### config.mk
export PLATFORM = sky130hd
export DESIGN_NAME = crl_top
export DESIGN_NICKNAME = d
export VERILOG_FILES = /design/src/rtl/crl_pkg.sv /design/src/rtl/crl_div_decode.sv /design/src/rtl/crl_chan_acq.sv /design/src/rtl/crl_top.sv
export VERILOG_INCLUDE_DIRS = /design/src /design/src/rtl
export SDC_FILE = /design/constraint.sdc
export NUM_CORES = 2
export LEC_CHECK = 0
export BUFFER_PORTS_ARGS = -buffer_cell sky130_fd_sc_hd__buf_2
export CORE_MARGIN = 3
export CORE_UTILIZATION = 37
export DETAILED_ROUTE_END_ITERATION = 8
export PLACE_DENSITY_LB_ADDON = 0.12
export SLEW_MARGIN = 20
export SYNTH_ARGS = -nofsm -noshare
export SYNTH_HDL_FRONTEND = slang
export SYNTH_SLANG_ARGS = --single-unit
export TNS_END_PERCENT = 1
### constraint.sdc
create_clock -name I_CLK -period 23.3 [get_ports I_CLK]
set_input_delay 6.99 -clock I_CLK [delete_from_list [all_inputs] [get_ports I_CLK]]
set_output_delay 6.99 -clock I_CLK [all_outputs]
set_load 0.01 [all_outputs]
### src/rtl/crl_params.svh
// constants for the cdr rate-lock configuration block: offsets, reset
// values, field positions, encodings and timing defaults
// assumes inclusion by bare name; holds definitions only
// Function
// - host selects channel before configuring it
// - mode field 5:4 = 11 uses reference
// - set then clear reset bits restarts acquisition
// - lock on matching rate after reset
// - reference mode derives coarse cap itself
// - divider codes 0000-0001 pick group ratios
// - remaining divider codes pick shared ratios
// - each group checked against its own count
// - mode field resets to binary 11
// - reference speeds acquisition and judges lock
// - coarse cap preset before phase acquisition
// - retimed data stays on channel vco
// - bit 1 resets high, false-lock off
// - reference output is buffered reference input
// - multi-ratio codes switch ratio automatically
// - single-ratio codes hold one fixed ratio
// - manual flag selects host count bits
// - tolerance register holds two 4-bit tolerances
`ifndef CRL_PARAMS_SVH
`define CRL_PARAMS_SVH
// register offsets
`define CRL_OFS_STATUS 8'h02
`define CRL_OFS_RESET 8'h0A
`define CRL_OFS_DIV 8'h2F
`define CRL_OFS_MODE 8'h36
`define CRL_OFS_G0_LO 8'h60
`define CRL_OFS_G0_HI 8'h61
`define CRL_OFS_G1_LO 8'h62
`define CRL_OFS_G1_HI 8'h63
`define CRL_OFS_TOL 8'h64
`define CRL_OFS_CHSEL 8'hFF
// reset values
`define CRL_RST_RESET 8'h00
`define CRL_RST_DIV 8'h02
`define CRL_RST_MODE 8'h30
`define CRL_RST_CNT 8'h00
`define CRL_RST_TOL 8'h00
`define CRL_RST_CHSEL 8'h00
// field positions
`define CRL_DIV_MSB 7
`define CRL_DIV_LSB 4
`define CRL_FLD_BIT 1
`define CRL_MODE_MSB 5
`define CRL_MODE_LSB 4
`define CRL_CDR_MSB 3
`define CRL_CDR_LSB 2
`define CRL_MAN_BIT 7
`define CRL_CHSEL_MSB 1
`define CRL_TOL1_MSB 7
`define CRL_TOL1_LSB 4
`define CRL_TOL0_MSB 3
`define CRL_TOL0_LSB 0
// encodings
`define CRL_REFMODE_ASSIST 2'h3
`define CRL_DIVC_8_1 4'h0
`define CRL_DIVC_124_1 4'h1
`define CRL_DIVC_124 4'h2
`define CRL_DIVC_24 4'h4
`define CRL_DIVC_14 4'h5
`define CRL_DIVC_1248 4'h6
`define CRL_DIVC_2 4'hA
`define CRL_RATIO_1 4'h1
`define CRL_RATIO_2 4'h2
`define CRL_RATIO_4 4'h4
`define CRL_RATIO_8 4'h8
// defaults and timing
`define CRL_AUTO_COUNT 15'h2800
`define CRL_CAP_MID 8'h80
`define CRL_WIN_EDGES 16'h0100
`define CRL_SMB_ADDR 7'h18
`define CRL_SMB_BITS 4'h8
`endif

### src/rtl/crl_pkg.sv
// types shared by the cdr rate-lock configuration block
// assumes the params header is on the include path
`include "crl_params.svh"
package crl_pkg;
	// one channel's configuration bank
	typedef struct packed {
		logic [7:0] cdr_reset_control;
		logic [7:0] rate_divider_select;
		logic [7:0] reference_mode_control;
		logic [7:0] group0_count_low;
		logic [7:0] group0_count_high;
		logic [7:0] group1_count_low;
		logic [7:0] group1_count_high;
		logic [7:0] count_tolerance;
	} crl_bank_t;
	// one channel's acquisition result
	typedef struct packed {
		logic locked;
		logic group;
		logic [1:0] ratio_idx;
		logic [7:0] cap;
	} crl_stat_t;
	typedef enum logic [1:0] {
		CRL_HOLD, CRL_PRESET, CRL_MEASURE, CRL_LOCKED
	} crl_acq_state_t;
	typedef enum logic [3:0] {
		SB_IDLE, SB_ADDR, SB_ADDR_ACK, SB_OFS, SB_OFS_ACK,
		SB_WR, SB_WR_ACK, SB_RD, SB_RD_ACK
	} crl_smb_state_t;
endpackage

### src/rtl/crl_div_decode.sv
// divider code to allowed-ratio masks for both frequency groups
// assumes pure combinational use; mask bit k means ratio 2**k
`timescale 1ns/1ns
`include "crl_params.svh"
module crl_div_decode (
	input wire logic [3:0] i_code,
	output logic [3:0] o_mask0,
	output logic [3:0] o_mask1
);
	// unlisted codes fall back to ratio 1, the safe fixed choice
	always_comb begin
		o_mask0 = `CRL_RATIO_1;
		o_mask1 = `CRL_RATIO_1;
		case (i_code)
			`CRL_DIVC_8_1: begin
				o_mask0 = `CRL_RATIO_8;
			end
			`CRL_DIVC_124_1: begin
				o_mask0 = `CRL_RATIO_1 | `CRL_RATIO_2 | `CRL_RATIO_4;
			end
			`CRL_DIVC_124: begin
				o_mask0 = `CRL_RATIO_1 | `CRL_RATIO_2 | `CRL_RATIO_4;
				o_mask1 = o_mask0;
			end
			`CRL_DIVC_24: begin
				o_mask0 = `CRL_RATIO_2 | `CRL_RATIO_4;
				o_mask1 = o_mask0;
			end
			`CRL_DIVC_14: begin
				o_mask0 = `CRL_RATIO_1 | `CRL_RATIO_4;
				o_mask1 = o_mask0;
			end
			`CRL_DIVC_1248: begin
				o_mask0 = `CRL_RATIO_1 | `CRL_RATIO_2 | `CRL_RATIO_4
					| `CRL_RATIO_8;
				o_mask1 = o_mask0;
			end
			`CRL_DIVC_2: begin
				o_mask0 = `CRL_RATIO_2;
				o_mask1 = `CRL_RATIO_2;
			end
			default: begin
				o_mask0 = `CRL_RATIO_1;
				o_mask1 = `CRL_RATIO_1;
			end
		endcase
	end
endmodule // crl_div_decode

### src/rtl/crl_chan_acq.sv
// one channel's rate-acquisition sequencer and frequency checker
// assumes a window pulse from the reference edge counter and one
// prescaled vco tick per pulse on i_vco_tick, both in i_clk domain
`timescale 1ns/1ns
`include "crl_params.svh"
module crl_chan_acq #(
	parameter logic [14:0] AUTO_COUNT = `CRL_AUTO_COUNT
) (
	input wire logic i_clk,
	input wire logic i_rst,
	input wire crl_pkg::crl_bank_t i_cfg,
	input wire logic i_window,
	input wire logic i_vco_tick,
	input wire logic i_phase_ok,
	input wire logic i_false_lock,
	output crl_pkg::crl_stat_t o_stat
);
	crl_pkg::crl_acq_state_t state;
	logic [2:0] cand;
	logic settle;
	logic [15:0] meas;
	logic [3:0] mask0, mask1;
	logic [14:0] exp0, exp1;
	logic [15:0] exp_sel, diff;
	logic [3:0] tol_sel;
	logic cdr_hold, ref_assist, fl_en, allowed, in_tol, ok;

	crl_div_decode u_dec (
		.i_code(i_cfg.rate_divider_select[`CRL_DIV_MSB:`CRL_DIV_LSB]),
		.o_mask0(mask0),
		.o_mask1(mask1)
	);

	// configuration decode
	assign cdr_hold = |i_cfg.cdr_reset_control[`CRL_CDR_MSB:`CRL_CDR_LSB];
	assign ref_assist = i_cfg.reference_mode_control[`CRL_MODE_MSB:
		`CRL_MODE_LSB] == `CRL_REFMODE_ASSIST;
	assign fl_en = ~i_cfg.rate_divider_select[`CRL_FLD_BIT];
	assign exp0 = i_cfg.group0_count_high[`CRL_MAN_BIT] ?
		{i_cfg.group0_count_high[6:0], i_cfg.group0_count_low} :
		AUTO_COUNT;
	assign exp1 = i_cfg.group1_count_high[`CRL_MAN_BIT] ?
		{i_cfg.group1_count_high[6:0], i_cfg.group1_count_low} :
		AUTO_COUNT;
	// cand[2] is the group, cand[1:0] the ratio index
	assign allowed = cand[2] ? mask1[cand[1:0]] : mask0[cand[1:0]];
	assign exp_sel = {1'b0, (o_stat.group ? exp1 : exp0)};
	assign tol_sel = o_stat.group ?
		i_cfg.count_tolerance[`CRL_TOL1_MSB:`CRL_TOL1_LSB] :
		i_cfg.count_tolerance[`CRL_TOL0_MSB:`CRL_TOL0_LSB];
	assign diff = (meas >= exp_sel) ? 16'(meas - exp_sel) :
		16'(exp_sel - meas);
	assign in_tol = diff <= {12'h000, tol_sel};
	// without reference assist only the phase and false-lock detectors judge lock
	assign ok = (~ref_assist | in_tol) & i_phase_ok
		& ~(fl_en & i_false_lock);

	// vco ticks are only counted here; data retiming stays on the vco
	always_ff @(posedge i_clk or posedge i_rst) begin
		if (i_rst) begin
			meas <= 16'h0000;
		end else if (i_window) begin
			meas <= {15'h0000, i_vco_tick};
		end else if (i_vco_tick) begin
			meas <= 16'(meas + 16'h0001);
		end
	end

	// acquisition sequencer; first window after a preset is partial
	always_ff @(posedge i_clk or posedge i_rst) begin
		if (i_rst) begin
			state <= crl_pkg::CRL_HOLD;
			cand <= 3'h0;
			settle <= 1'b0;
			o_stat <= '0;
		end else if (cdr_hold) begin
			state <= crl_pkg::CRL_HOLD;
			o_stat.locked <= 1'b0;
		end else begin
			case (state)
				crl_pkg::CRL_HOLD: begin
					cand <= 3'h0;
					state <= crl_pkg::CRL_PRESET;
				end
				crl_pkg::CRL_PRESET: begin
					if (allowed) begin
						o_stat.group <= cand[2];
						o_stat.ratio_idx <= cand[1:0];
						o_stat.cap <= ref_assist ? (cand[2] ? exp1[14:7] :
							exp0[14:7]) : `CRL_CAP_MID;
						settle <= 1'b0;
						state <= crl_pkg::CRL_MEASURE;
					end else begin
						cand <= 3'(cand + 3'h1);
					end
				end
				crl_pkg::CRL_MEASURE: begin
					if (i_window) begin
						if (!settle) begin
							settle <= 1'b1;
						end else if (ok) begin
							o_stat.locked <= 1'b1;
							state <= crl_pkg::CRL_LOCKED;
						end else begin
							cand <= 3'(cand + 3'h1);
							state <= crl_pkg::CRL_PRESET;
						end
					end
				end
				default: begin
					if (i_window && !ok) begin
						o_stat.locked <= 1'b0;
						cand <= 3'(cand + 3'h1);
						state <= crl_pkg::CRL_PRESET;
					end
				end
			endcase
		end
	end
endmodule // crl_chan_acq

### src/rtl/crl_top.sv
// cdr rate-lock configuration: smbus slave, banked channel registers,
// reference window timing and per-channel acquisition
// assumes smbus pins and reference input synchronous to I_CLK (250 MHz)
`timescale 1ns/1ns
`include "crl_params.svh"
module crl_top #(
	parameter int NUM_CH = 4,
	parameter logic [6:0] SMB_ADDR = `CRL_SMB_ADDR, // arbitrary value
	parameter logic [15:0] WIN_EDGES = `CRL_WIN_EDGES,
	parameter logic [14:0] AUTO_COUNT = `CRL_AUTO_COUNT
) (
	input wire logic I_CLK,
	input wire logic I_RST,
	input wire logic I_SCL,
	input wire logic I_SDA_IN,
	output logic O_SDA_OUT,
	output logic O_SDA_OE,
	input wire logic I_REF_CLOCK_INPUT,
	output logic O_REF_CLOCK_OUTPUT,
	input wire logic [NUM_CH-1:0] I_VCO_TICK,
	input wire logic [NUM_CH-1:0] I_PHASE_OK,
	input wire logic [NUM_CH-1:0] I_FALSE_LOCK,
	output logic [NUM_CH-1:0] O_LOCK,
	output logic [NUM_CH-1:0] O_GROUP,
	output logic [2*NUM_CH-1:0] O_DIV_RATIO,
	output logic [8*NUM_CH-1:0] O_VCO_COARSE_CAP_SETTING
);
	// ************************************************************
	// elaboration checks
	// ************************************************************
	generate
		if (NUM_CH < 1 || NUM_CH > 4) begin : g_bad_ch
			$error("NUM_CH must be 1 to 4");
		end
		if (WIN_EDGES < 16'h0002) begin : g_bad_win
			$error("WIN_EDGES must be at least 2");
		end
	endgenerate

	// ************************************************************
	// reference clock pass-through and measurement window
	// ************************************************************
	logic ref_q, ref_rise, window;
	logic [15:0] win_cnt;

	// a plain buffer so a further device can chain from it
	assign O_REF_CLOCK_OUTPUT = I_REF_CLOCK_INPUT;
	assign ref_rise = I_REF_CLOCK_INPUT & ~ref_q;

	// count reference edges; one window pulse per WIN_EDGES edges
	always_ff @(posedge I_CLK or posedge I_RST) begin
		if (I_RST) begin
			ref_q <= 1'b0;
			win_cnt <= 16'h0000;
			window <= 1'b0;
		end else begin
			ref_q <= I_REF_CLOCK_INPUT;
			window <= 1'b0;
			if (ref_rise) begin
				if (win_cnt == 16'(WIN_EDGES - 16'h0001)) begin
					win_cnt <= 16'h0000;
					window <= 1'b1;
				end else begin
					win_cnt <= 16'(win_cnt + 16'h0001);
				end
			end
		end
	end

	// ************************************************************
	// smbus slave
	// ************************************************************
	crl_pkg::crl_smb_state_t sb_state;
	logic scl_q, sda_q, scl_rise, scl_fall, bus_start, bus_stop;
	logic [3:0] bitc;
	logic [7:0] shreg, ofs, wdata, rd_byte, rdata;
	logic rw, nack, wr_stb;

	// one stage of history for edge and start/stop detection
	always_ff @(posedge I_CLK or posedge I_RST) begin
		if (I_RST) begin
			scl_q <= 1'b1;
			sda_q <= 1'b1;
		end else begin
			scl_q <= I_SCL;
			sda_q <= I_SDA_IN;
		end
	end

	assign scl_rise = I_SCL & ~scl_q;
	assign scl_fall = ~I_SCL & scl_q;
	assign bus_start = I_SCL & scl_q & sda_q & ~I_SDA_IN;
	assign bus_stop = I_SCL & scl_q & ~sda_q & I_SDA_IN;
	assign O_SDA_OUT = 1'b0; // open drain: only ever pulls low

	// bits are taken on scl rise and driven on scl fall
	always_ff @(posedge I_CLK or posedge I_RST) begin
		if (I_RST) begin
			sb_state <= crl_pkg::SB_IDLE;
			bitc <= 4'h0;
			shreg <= 8'h00;
			ofs <= 8'h00;
			wdata <= 8'h00;
			rd_byte <= 8'h00;
			rw <= 1'b0;
			nack <= 1'b0;
			wr_stb <= 1'b0;
			O_SDA_OE <= 1'b0;
		end else begin
			wr_stb <= 1'b0;
			if (bus_start) begin
				sb_state <= crl_pkg::SB_ADDR;
				bitc <= 4'h0;
				O_SDA_OE <= 1'b0;
			end else if (bus_stop) begin
				sb_state <= crl_pkg::SB_IDLE;
				O_SDA_OE <= 1'b0;
			end else if (scl_rise) begin
				if (sb_state == crl_pkg::SB_ADDR || sb_state == crl_pkg::SB_OFS
					|| sb_state == crl_pkg::SB_WR) begin
					shreg <= {shreg[6:0], I_SDA_IN};
					bitc <= 4'(bitc + 4'h1);
				end else if (sb_state == crl_pkg::SB_RD) begin
					bitc <= 4'(bitc + 4'h1);
				end else if (sb_state == crl_pkg::SB_RD_ACK) begin
					nack <= I_SDA_IN;
				end
			end else if (scl_fall) begin
				case (sb_state)
					crl_pkg::SB_ADDR: begin
						if (bitc == `CRL_SMB_BITS) begin
							if (shreg[7:1] == SMB_ADDR) begin
								sb_state <= crl_pkg::SB_ADDR_ACK;
								rw <= shreg[0];
								O_SDA_OE <= 1'b1;
							end else begin
								sb_state <= crl_pkg::SB_IDLE;
							end
						end
					end
					crl_pkg::SB_ADDR_ACK: begin
						bitc <= 4'h0;
						if (rw) begin
							sb_state <= crl_pkg::SB_RD;
							rd_byte <= rdata;
							O_SDA_OE <= ~rdata[7];
						end else begin
							sb_state <= crl_pkg::SB_OFS;
							O_SDA_OE <= 1'b0;
						end
					end
					crl_pkg::SB_OFS: begin
						if (bitc == `CRL_SMB_BITS) begin
							ofs <= shreg;
							sb_state <= crl_pkg::SB_OFS_ACK;
							O_SDA_OE <= 1'b1;
						end
					end
					crl_pkg::SB_OFS_ACK, crl_pkg::SB_WR_ACK: begin
						if (sb_state == crl_pkg::SB_WR_ACK) begin
							ofs <= 8'(ofs + 8'h01);
						end
						sb_state <= crl_pkg::SB_WR;
						bitc <= 4'h0;
						O_SDA_OE <= 1'b0;
					end
					crl_pkg::SB_WR: begin
						if (bitc == `CRL_SMB_BITS) begin
							wdata <= shreg;
							wr_stb <= 1'b1;
							sb_state <= crl_pkg::SB_WR_ACK;
							O_SDA_OE <= 1'b1;
						end
					end
					crl_pkg::SB_RD: begin
						if (bitc == `CRL_SMB_BITS) begin
							ofs <= 8'(ofs + 8'h01);
							sb_state <= crl_pkg::SB_RD_ACK;
							O_SDA_OE <= 1'b0;
						end else begin
							rd_byte <= {rd_byte[6:0], 1'b0};
							O_SDA_OE <= ~rd_byte[6];
						end
					end
					crl_pkg::SB_RD_ACK: begin
						if (nack) begin
							sb_state <= crl_pkg::SB_IDLE;
						end else begin
							sb_state <= crl_pkg::SB_RD;
							bitc <= 4'h0;
							rd_byte <= rdata;
							O_SDA_OE <= ~rdata[7];
						end
					end
					default: begin
						O_SDA_OE <= 1'b0;
					end
				endcase
			end
		end
	end

	// ************************************************************
	// channel select and banked registers
	// ************************************************************
	logic [7:0] chsel;
	logic [1:0] sel;
	crl_pkg::crl_bank_t bank [NUM_CH];
	crl_pkg::crl_stat_t stat [NUM_CH];

	// channel select is shared; it steers every later access
	always_ff @(posedge I_CLK or posedge I_RST) begin
		if (I_RST) begin
			chsel <= `CRL_RST_CHSEL;
		end else if (wr_stb && ofs == `CRL_OFS_CHSEL) begin
			chsel <= wdata;
		end
	end

	assign sel = chsel[`CRL_CHSEL_MSB:0];

	genvar ch;
	generate
		for (ch = 0; ch < NUM_CH; ch++) begin : g_ch
			logic hit;
			// a select beyond NUM_CH reaches no bank at all
			assign hit = wr_stb && (sel == 2'(ch));

			// bank write decode; reset values set reference mode on
			always_ff @(posedge I_CLK or posedge I_RST) begin
				if (I_RST) begin
					bank[ch].cdr_reset_control <= `CRL_RST_RESET;
					bank[ch].rate_divider_select <= `CRL_RST_DIV;
					bank[ch].reference_mode_control <= `CRL_RST_MODE;
					bank[ch].group0_count_low <= `CRL_RST_CNT;
					bank[ch].group0_count_high <= `CRL_RST_CNT;
					bank[ch].group1_count_low <= `CRL_RST_CNT;
					bank[ch].group1_count_high <= `CRL_RST_CNT;
					bank[ch].count_tolerance <= `CRL_RST_TOL;
				end else if (hit) begin
					if (ofs == `CRL_OFS_RESET) begin
						bank[ch].cdr_reset_control <= wdata;
					end else if (ofs == `CRL_OFS_DIV) begin
						bank[ch].rate_divider_select <= wdata;
					end else if (ofs == `CRL_OFS_MODE) begin
						bank[ch].reference_mode_control <= wdata;
					end else if (ofs == `CRL_OFS_G0_LO) begin
						bank[ch].group0_count_low <= wdata;
					end else if (ofs == `CRL_OFS_G0_HI) begin
						bank[ch].group0_count_high <= wdata;
					end else if (ofs == `CRL_OFS_G1_LO) begin
						bank[ch].group1_count_low <= wdata;
					end else if (ofs == `CRL_OFS_G1_HI) begin
						bank[ch].group1_count_high <= wdata;
					end else if (ofs == `CRL_OFS_TOL) begin
						bank[ch].count_tolerance <= wdata;
					end
				end
			end

			crl_chan_acq #(
				.AUTO_COUNT(AUTO_COUNT)
			) u_acq (
				.i_clk(I_CLK),
				.i_rst(I_RST),
				.i_cfg(bank[ch]),
				.i_window(window),
				.i_vco_tick(I_VCO_TICK[ch]),
				.i_phase_ok(I_PHASE_OK[ch]),
				.i_false_lock(I_FALSE_LOCK[ch]),
				.o_stat(stat[ch])
			);

			// channel outputs straight from the sequencer flops
			assign O_LOCK[ch] = stat[ch].locked;
			assign O_GROUP[ch] = stat[ch].group;
			assign O_DIV_RATIO[2*ch +: 2] = stat[ch].ratio_idx;
			assign O_VCO_COARSE_CAP_SETTING[8*ch +: 8] = stat[ch].cap;
		end
	endgenerate

	// ************************************************************
	// read data
	// ************************************************************
	// unmapped offsets and unpopulated channels read as zero
	always_comb begin
		rdata = 8'h00;
		if (ofs == `CRL_OFS_CHSEL) begin
			rdata = chsel;
		end else if (32'(sel) >= NUM_CH) begin
			rdata = 8'h00;
		end else if (ofs == `CRL_OFS_STATUS) begin
			rdata = {4'h0, stat[sel].ratio_idx, stat[sel].group,
				stat[sel].locked};
		end else if (ofs == `CRL_OFS_RESET) begin
			rdata = bank[sel].cdr_reset_control;
		end else if (ofs == `CRL_OFS_DIV) begin
			rdata = bank[sel].rate_divider_select;
		end else if (ofs == `CRL_OFS_MODE) begin
			rdata = bank[sel].reference_mode_control;
		end else if (ofs == `CRL_OFS_G0_LO) begin
			rdata = bank[sel].group0_count_low;
		end else if (ofs == `CRL_OFS_G0_HI) begin
			rdata = bank[sel].group0_count_high;
		end else if (ofs == `CRL_OFS_G1_LO) begin
			rdata = bank[sel].group1_count_low;
		end else if (ofs == `CRL_OFS_G1_HI) begin
			rdata = bank[sel].group1_count_high;
		end else if (ofs == `CRL_OFS_TOL) begin
			rdata = bank[sel].count_tolerance;
		end
	end
endmodule // crl_top

Word-level counts from Yosys, hierarchy flattened
Cells that the tools add are included.
{ "word_totals": {"wordCells": 628, "inputBits": 17, "output_inout_bits": 51, "reg_bits": 463} }
{ "op_classes": {"n_lt_le_gt_ge": 13, "reduce_logical": 126, "addsub": 19, "mux": 213, "eq_ne": 117, "bitwise": 60} }
{ "ops": {"columns": ["operator", "count"], "rows": [
  ["$mux 16", 13],
  ["$mux 15", 12],
  ["$mux 8", 21],
  ["$bmux 64 s2", 1],
  ["$mux 64", 2],
  ["$pmux 4 s6", 4],
  ["$add 16x1->16 const B", 5],
  ["$pmux 4 s5", 4],
  ["$mux 4", 19],
  ["$mux 3", 22],
  ["$reduce_and 6->1", 11],
  ["$eq 4x3->1 const B", 16],
  ["$ge 16x15->1", 4],
  ["$le 16x4->1", 4],
  ["$sub 15x16->16", 4],
  ["$sub 16x15->16", 4],
  ["$mux 1", 55],
  ["$reduce_and 4->1", 13],
  ["$mux 2", 25],
  ["$reduce_and 8->1", 6],
  ["$reduce_and 5->1", 9],
  ["$reduce_and 7->1", 6],
  ["$eq 8x7->1 const B", 5],
  ["$ne 3x1->1 const B", 13],
  ["other kinds (53)", 270]
]} }

Logic depth before layout (Yosys ltp)
{ "logic_depth": {"word_depth": 21, "ltp_mapped": 26} }

Modules after synthesis
From an unflattened synthesis, not the netlist that was laid out.
{ "hier_totals": {"cells_unflattened": 3368, "hier_area_um2": 33111.8} }
{ "by_module_without_submodules": {"columns": ["mod", "n_inst", "area_per_inst_um2", "cells_each"], "rows": [
  ["crl_top", 1, 16016.6, 1164],
  ["crl_chan_acq at g_ch[0].u_acq ...", 3, 4146.5, 533],
  ["crl_chan_acq at g_ch[3].u_acq", 1, 4100.2, 521],
  ["crl_div_decode", 4, 138.9, 21]
]} }

Least setup slack after synthesis
OpenSTA, ideal clock, no wires.
{ "synth_path": {"path_type": "in2out", "start": "input port I_REF_CLOCK_INPUT", "end": "output port O_REF_CLOCK_OUTPUT", "stages": 1, "required_ns": 16.310, "n_path_buf": 1, "arrival_ns": 7.109, "path_slack_ns": 9.201, "cell_sequence": "buf_4"} }
{ "synth_rtl": {"columns": ["item", "line_no", "text"], "rows": [
  ["start: declaration", "crl_top.sv:18", "input wire logic I_REF_CLOCK_INPUT,"],
  ["end: declaration", "crl_top.sv:19", "output logic O_REF_CLOCK_OUTPUT,"]
]} }
No word-level cell between the ends.

Final worst setup path
{ "layout_path": {"start": "input port I_REF_CLOCK_INPUT", "end": "output port O_REF_CLOCK_OUTPUT"} }
No word-level cell between the ends.

==> results.sh <==
export IMPL_status="complete, no violations"
export IMPL_fin_skew_ns=0.0283
export IMPL_r2r_start="bank[31]"
export IMPL_clock_path_buffers=3
export IMPL_synth_top_family_by_area="multiplexers"
export IMPL_synth_enable_flop_cells=0
export IMPL_fillers=8012
export IMPL_finalWorstSetupSlack_ns=9.08
export IMPL_cp_slowest_cell="buf_2"
export IMPL_final_hold_violation_count=0
export IMPL_pre_cts_ws_ns=9.08
export IMPL_async_flop_share_pct=100
export IMPL_synthMuxAreaShare_pct=18.0
export IMPL_crit_path_max_incr_delay_ns=0.13
export IMPL_max_slew_margin_pct=30.7
export IMPL_startpoint_type="input pin"
export IMPL_critPathCapture="O_REF_CLOCK_OUTPUT"
export IMPL_layout_common_cells="dfrtp_1, mux2_2, nand2_1"
export IMPL_track_usage_pct=22.1
export IMPL_worstPathRequired_ns=16.31
export IMPL_firstDrtPassIters=6
export IMPL_synth_compound_area_share_pct=14.5
export IMPL_path_cells="buf_2 > buf_2"
export IMPL_die_x_um=294
export IMPL_ctsHtreeMaxLevel=2
export IMPL_io_buffers=66
export IMPL_worstSetupPathType="in -> out"
export IMPL_final_common_cell="dfrtp_1"
export IMPL_cts_repair_resized=0
export IMPL_cts_hold_buf=0
export IMPL_holdCritPathClass="reg -> reg"
export IMPL_via_per_inst=5.69
export IMPL_antenna_found_initial=1
export IMPL_cp_max_fo=3
export IMPL_clockPowerShare_pct=37.7
export IMPL_routed_wl_mm=96.3
export IMPL_gp_congestion=0.882
export IMPL_core_rowCount=105
export IMPL_clkTransAtPathRegs_ns=0.06
export IMPL_first_iter_violations=1664
export IMPL_reg2reg_to="g_ch[3].u_acq.cand[0]"
export IMPL_synth_xor_area_share_pct=3.25
export IMPL_setup_viol=0
export IMPL_drive_gt1_share_pct=19.3
export IMPL_crit_top_cell="buf_2"
export IMPL_pwr_share_seq_pct=38.2
export IMPL_r2r_slack_ns=16.46
export IMPL_clock_sinks=463
export IMPL_grt_max_degree=128
export IMPL_vias=24100
export IMPL_cellInternalPower_mw=1.60
export IMPL_crit_cells=2
export IMPL_syn_to_final_growth_pct=9.88
export IMPL_endpoint_kind="output port"
export IMPL_rsz0062_at_grt="no"
export IMPL_design_area_um2=33800
export IMPL_clk_latency_ns=0.63
export IMPL_drv_cap=0
export IMPL_slew_viol_final=0
export IMPL_regArea_um2=11600
export IMPL_ys_seq_elements=463
export IMPL_synthDistinctLibCells=97
export IMPL_grt_pass1_wl_mm=149
export IMPL_ir_drop_v=0.0000566
export IMPL_multi_input_comb_area_um2=17700
export IMPL_swShare_pct=31.8
export IMPL_synth_cells=3162
export IMPL_boundaryPins=68
export IMPL_drc=0
export IMPL_fin_util_pct=41.1
export IMPL_syn_avg_cell_area_um2=9.72
export IMPL_synth_area_leaders="dfrtp_1, mux2_2, ha_1, mux4_2, o21ai_0"
export IMPL_syn_area_um2=30700
export IMPL_yosys_area_share_simple_pct=14.5
export IMPL_netlist_area_leader_share_pct=36.6
export IMPL_place_area_um2=31900
export IMPL_start_util_pct=37.4
export IMPL_grt_pass1_vias=24000
export IMPL_numCtsBuffers=53
export IMPL_ant_nets=0
export IMPL_cts_setup_buffers=0
export IMPL_final_nets=3321
export IMPL_grt_remaining_overflow=0
export IMPL_synth_largest_area_cell="dfrtp_1"
export IMPL_post_drt_wl_per_cell_um=22.7
export IMPL_power_density_nw_per_um2=69.5
export IMPL_finalCriticalPeriod_ns=14.22
export IMPL_ys_flop_type="dfrtp_1"
export IMPL_finalCritPeriodShare_pct=61.0
export IMPL_worst_pin_slew_ns=1.03
export IMPL_fp_dieArea_um2=86600
export IMPL_cts_tree="built"
export IMPL_yosys_warnings=0
export IMPL_r2r_cells=21
export IMPL_diodes=0
export IMPL_cp_arrival_ns=7.23
export IMPL_cp_num_buf_inv=2
export IMPL_ys_seq_area_share_pct=37.7
export IMPL_p_switching_mw=0.748
export IMPL_cts_root_buf="clkbuf_16"
export IMPL_die_height_um=294
export IMPL_dp_hpwl_mm=71.5
export IMPL_core_area_um2=82200
export IMPL_path_delay_family="buffers and inverters"
export IMPL_syn_nets=3354
export IMPL_setup_tns_ns=0
export IMPL_synth_fa_ha_area_share_pct=7.32
export IMPL_power_frac_comb_pct=24.2
export IMPL_fmax_ghz=0.0703
export IMPL_power_leakage_nw=15.1
export IMPL_worstSetupStartpoint="I_REF_CLOCK_INPUT"
[registers in the layout (all words and copies together), names as in the netlist, 4 cells and up]
signal             count
g_ch.u_acq.cand       12
rd_byte                7
bitc                   4
ofs                    8
g_ch.u_acq.o_stat     48
g_ch.u_acq.meas       64
g_ch.u_acq.settle      4
shreg                  8
win_cnt               16
chsel                  8
sb_state               4
g_ch.u_acq.state       8
bank                 256
wdata                  8
[final cells by class]
type,count,share of cell area [%]
multi-input combinational,2325,52.4
sequential,463,34.4
clock buffer,80,4.73
tap,1070,3.96
inverter,197,2.21
timing repair buffer,89,1.50
clock inverter,17,0.748
[worst min-delay path by stage]
stage,start,end,slack (ns),cells past startpoint
final,g_ch[2].u_acq.o_stat[3],g_ch[2].u_acq.o_stat[3],0.47,2
after global routing,rd_byte[4],rd_byte[4],0.50,1
after CTS,g_ch[2].u_acq.o_stat[3],g_ch[2].u_acq.o_stat[3],0.48,2
after detailed placement,g_ch[2].u_acq.o_stat[3],g_ch[2].u_acq.o_stat[3],0.46,2
after global placement,rd_byte[4],rd_byte[4],0.46,1
after floorplan,rd_byte[4],rd_byte[4],0.44,1
[cell usage after synthesis, types with 9 or more instances]
| cell | number |
|---|---|
| a31oi_1 | 29 |
| o21a_1 | 26 |
| and3_1 | 16 |
| o211ai_1 | 19 |
| xor2_1 | 23 |
| mux2i_1 | 56 |
| a21oi_1 | 158 |
| nor2_1 | 229 |
| clkbuf_1 | 136 |
| nand2b_1 | 43 |
| a211oi_1 | 31 |
| o21ai_0 | 197 |
| mux2_2 | 306 |
| buf_1 | 16 |
| mux4_2 | 68 |
| a22oi_1 | 20 |
| o21bai_1 | 13 |
| nand3_1 | 113 |
| nor4_1 | 16 |
| dfstp_2 | 14 |
| nor3_1 | 43 |
| and2_1 | 16 |
| xnor2_1 | 91 |
| a2111oi_0 | 9 |
| dfrtp_1 | 449 |
| ha_1 | 167 |
| inv_1 | 196 |
| nand4_1 | 72 |
| nor2b_1 | 51 |
| nand2_1 | 243 |
| a211o_1 | 10 |
| buf_2 | 22 |
| a21o_1 | 47 |
| o22ai_1 | 15 |
| o31ai_1 | 15 |
| or3_1 | 29 |
[stage by stage]
| step | instances | hold slack, ns | total power, mW |
|---|---|---|---|
| 2_1_floorplan | 3162 | 0.444 | 1.34 |
| 3_3_place_gp | 4144 | 0.458 | 1.46 |
| 3_5_place_dp | 4144 | 0.463 | 1.47 |
| 4_1_cts | 4241 | 0.476 | 2.37 |
| 5_1_grt | 4241 | 0.496 | 2.49 |
| 6_report | 4241 | 0.471 | 2.35 |
[cell families (layout without fill, tap and decap cells)]
family                     Yosys count  after routing
AOI/OAI and AO/OA                  692            692
and+or+nand+nor                    913            913
DFF                                463            463
xor gates and xnor gates           114            114
muxes                              430            430
adders and majority gates          175            175
other                                1              1
buffers and inverters              374            383
[power by group through the flow]
stage                     Combinational, mW  Clock (mW)  Sequential [mW]
after global placement                0.551           0            0.908
final                                 0.567       0.885            0.896
after CTS                             0.567       0.908            0.896
after detailed placement              0.563           0            0.910
after global routing                  0.644       0.940            0.904
after floorplan                       0.440           0            0.896
[routing by layer]
metal	wire (um)	up-vias	GRT usage, %
li1	-	11300	-
met4	2520	2	5.48
met1	45400	12100	31.4
met3	4160	104	2.75
met2	44200	584	35.9
met5	13	-	0
Note: power is estimated with default switching activity, not from simulation.
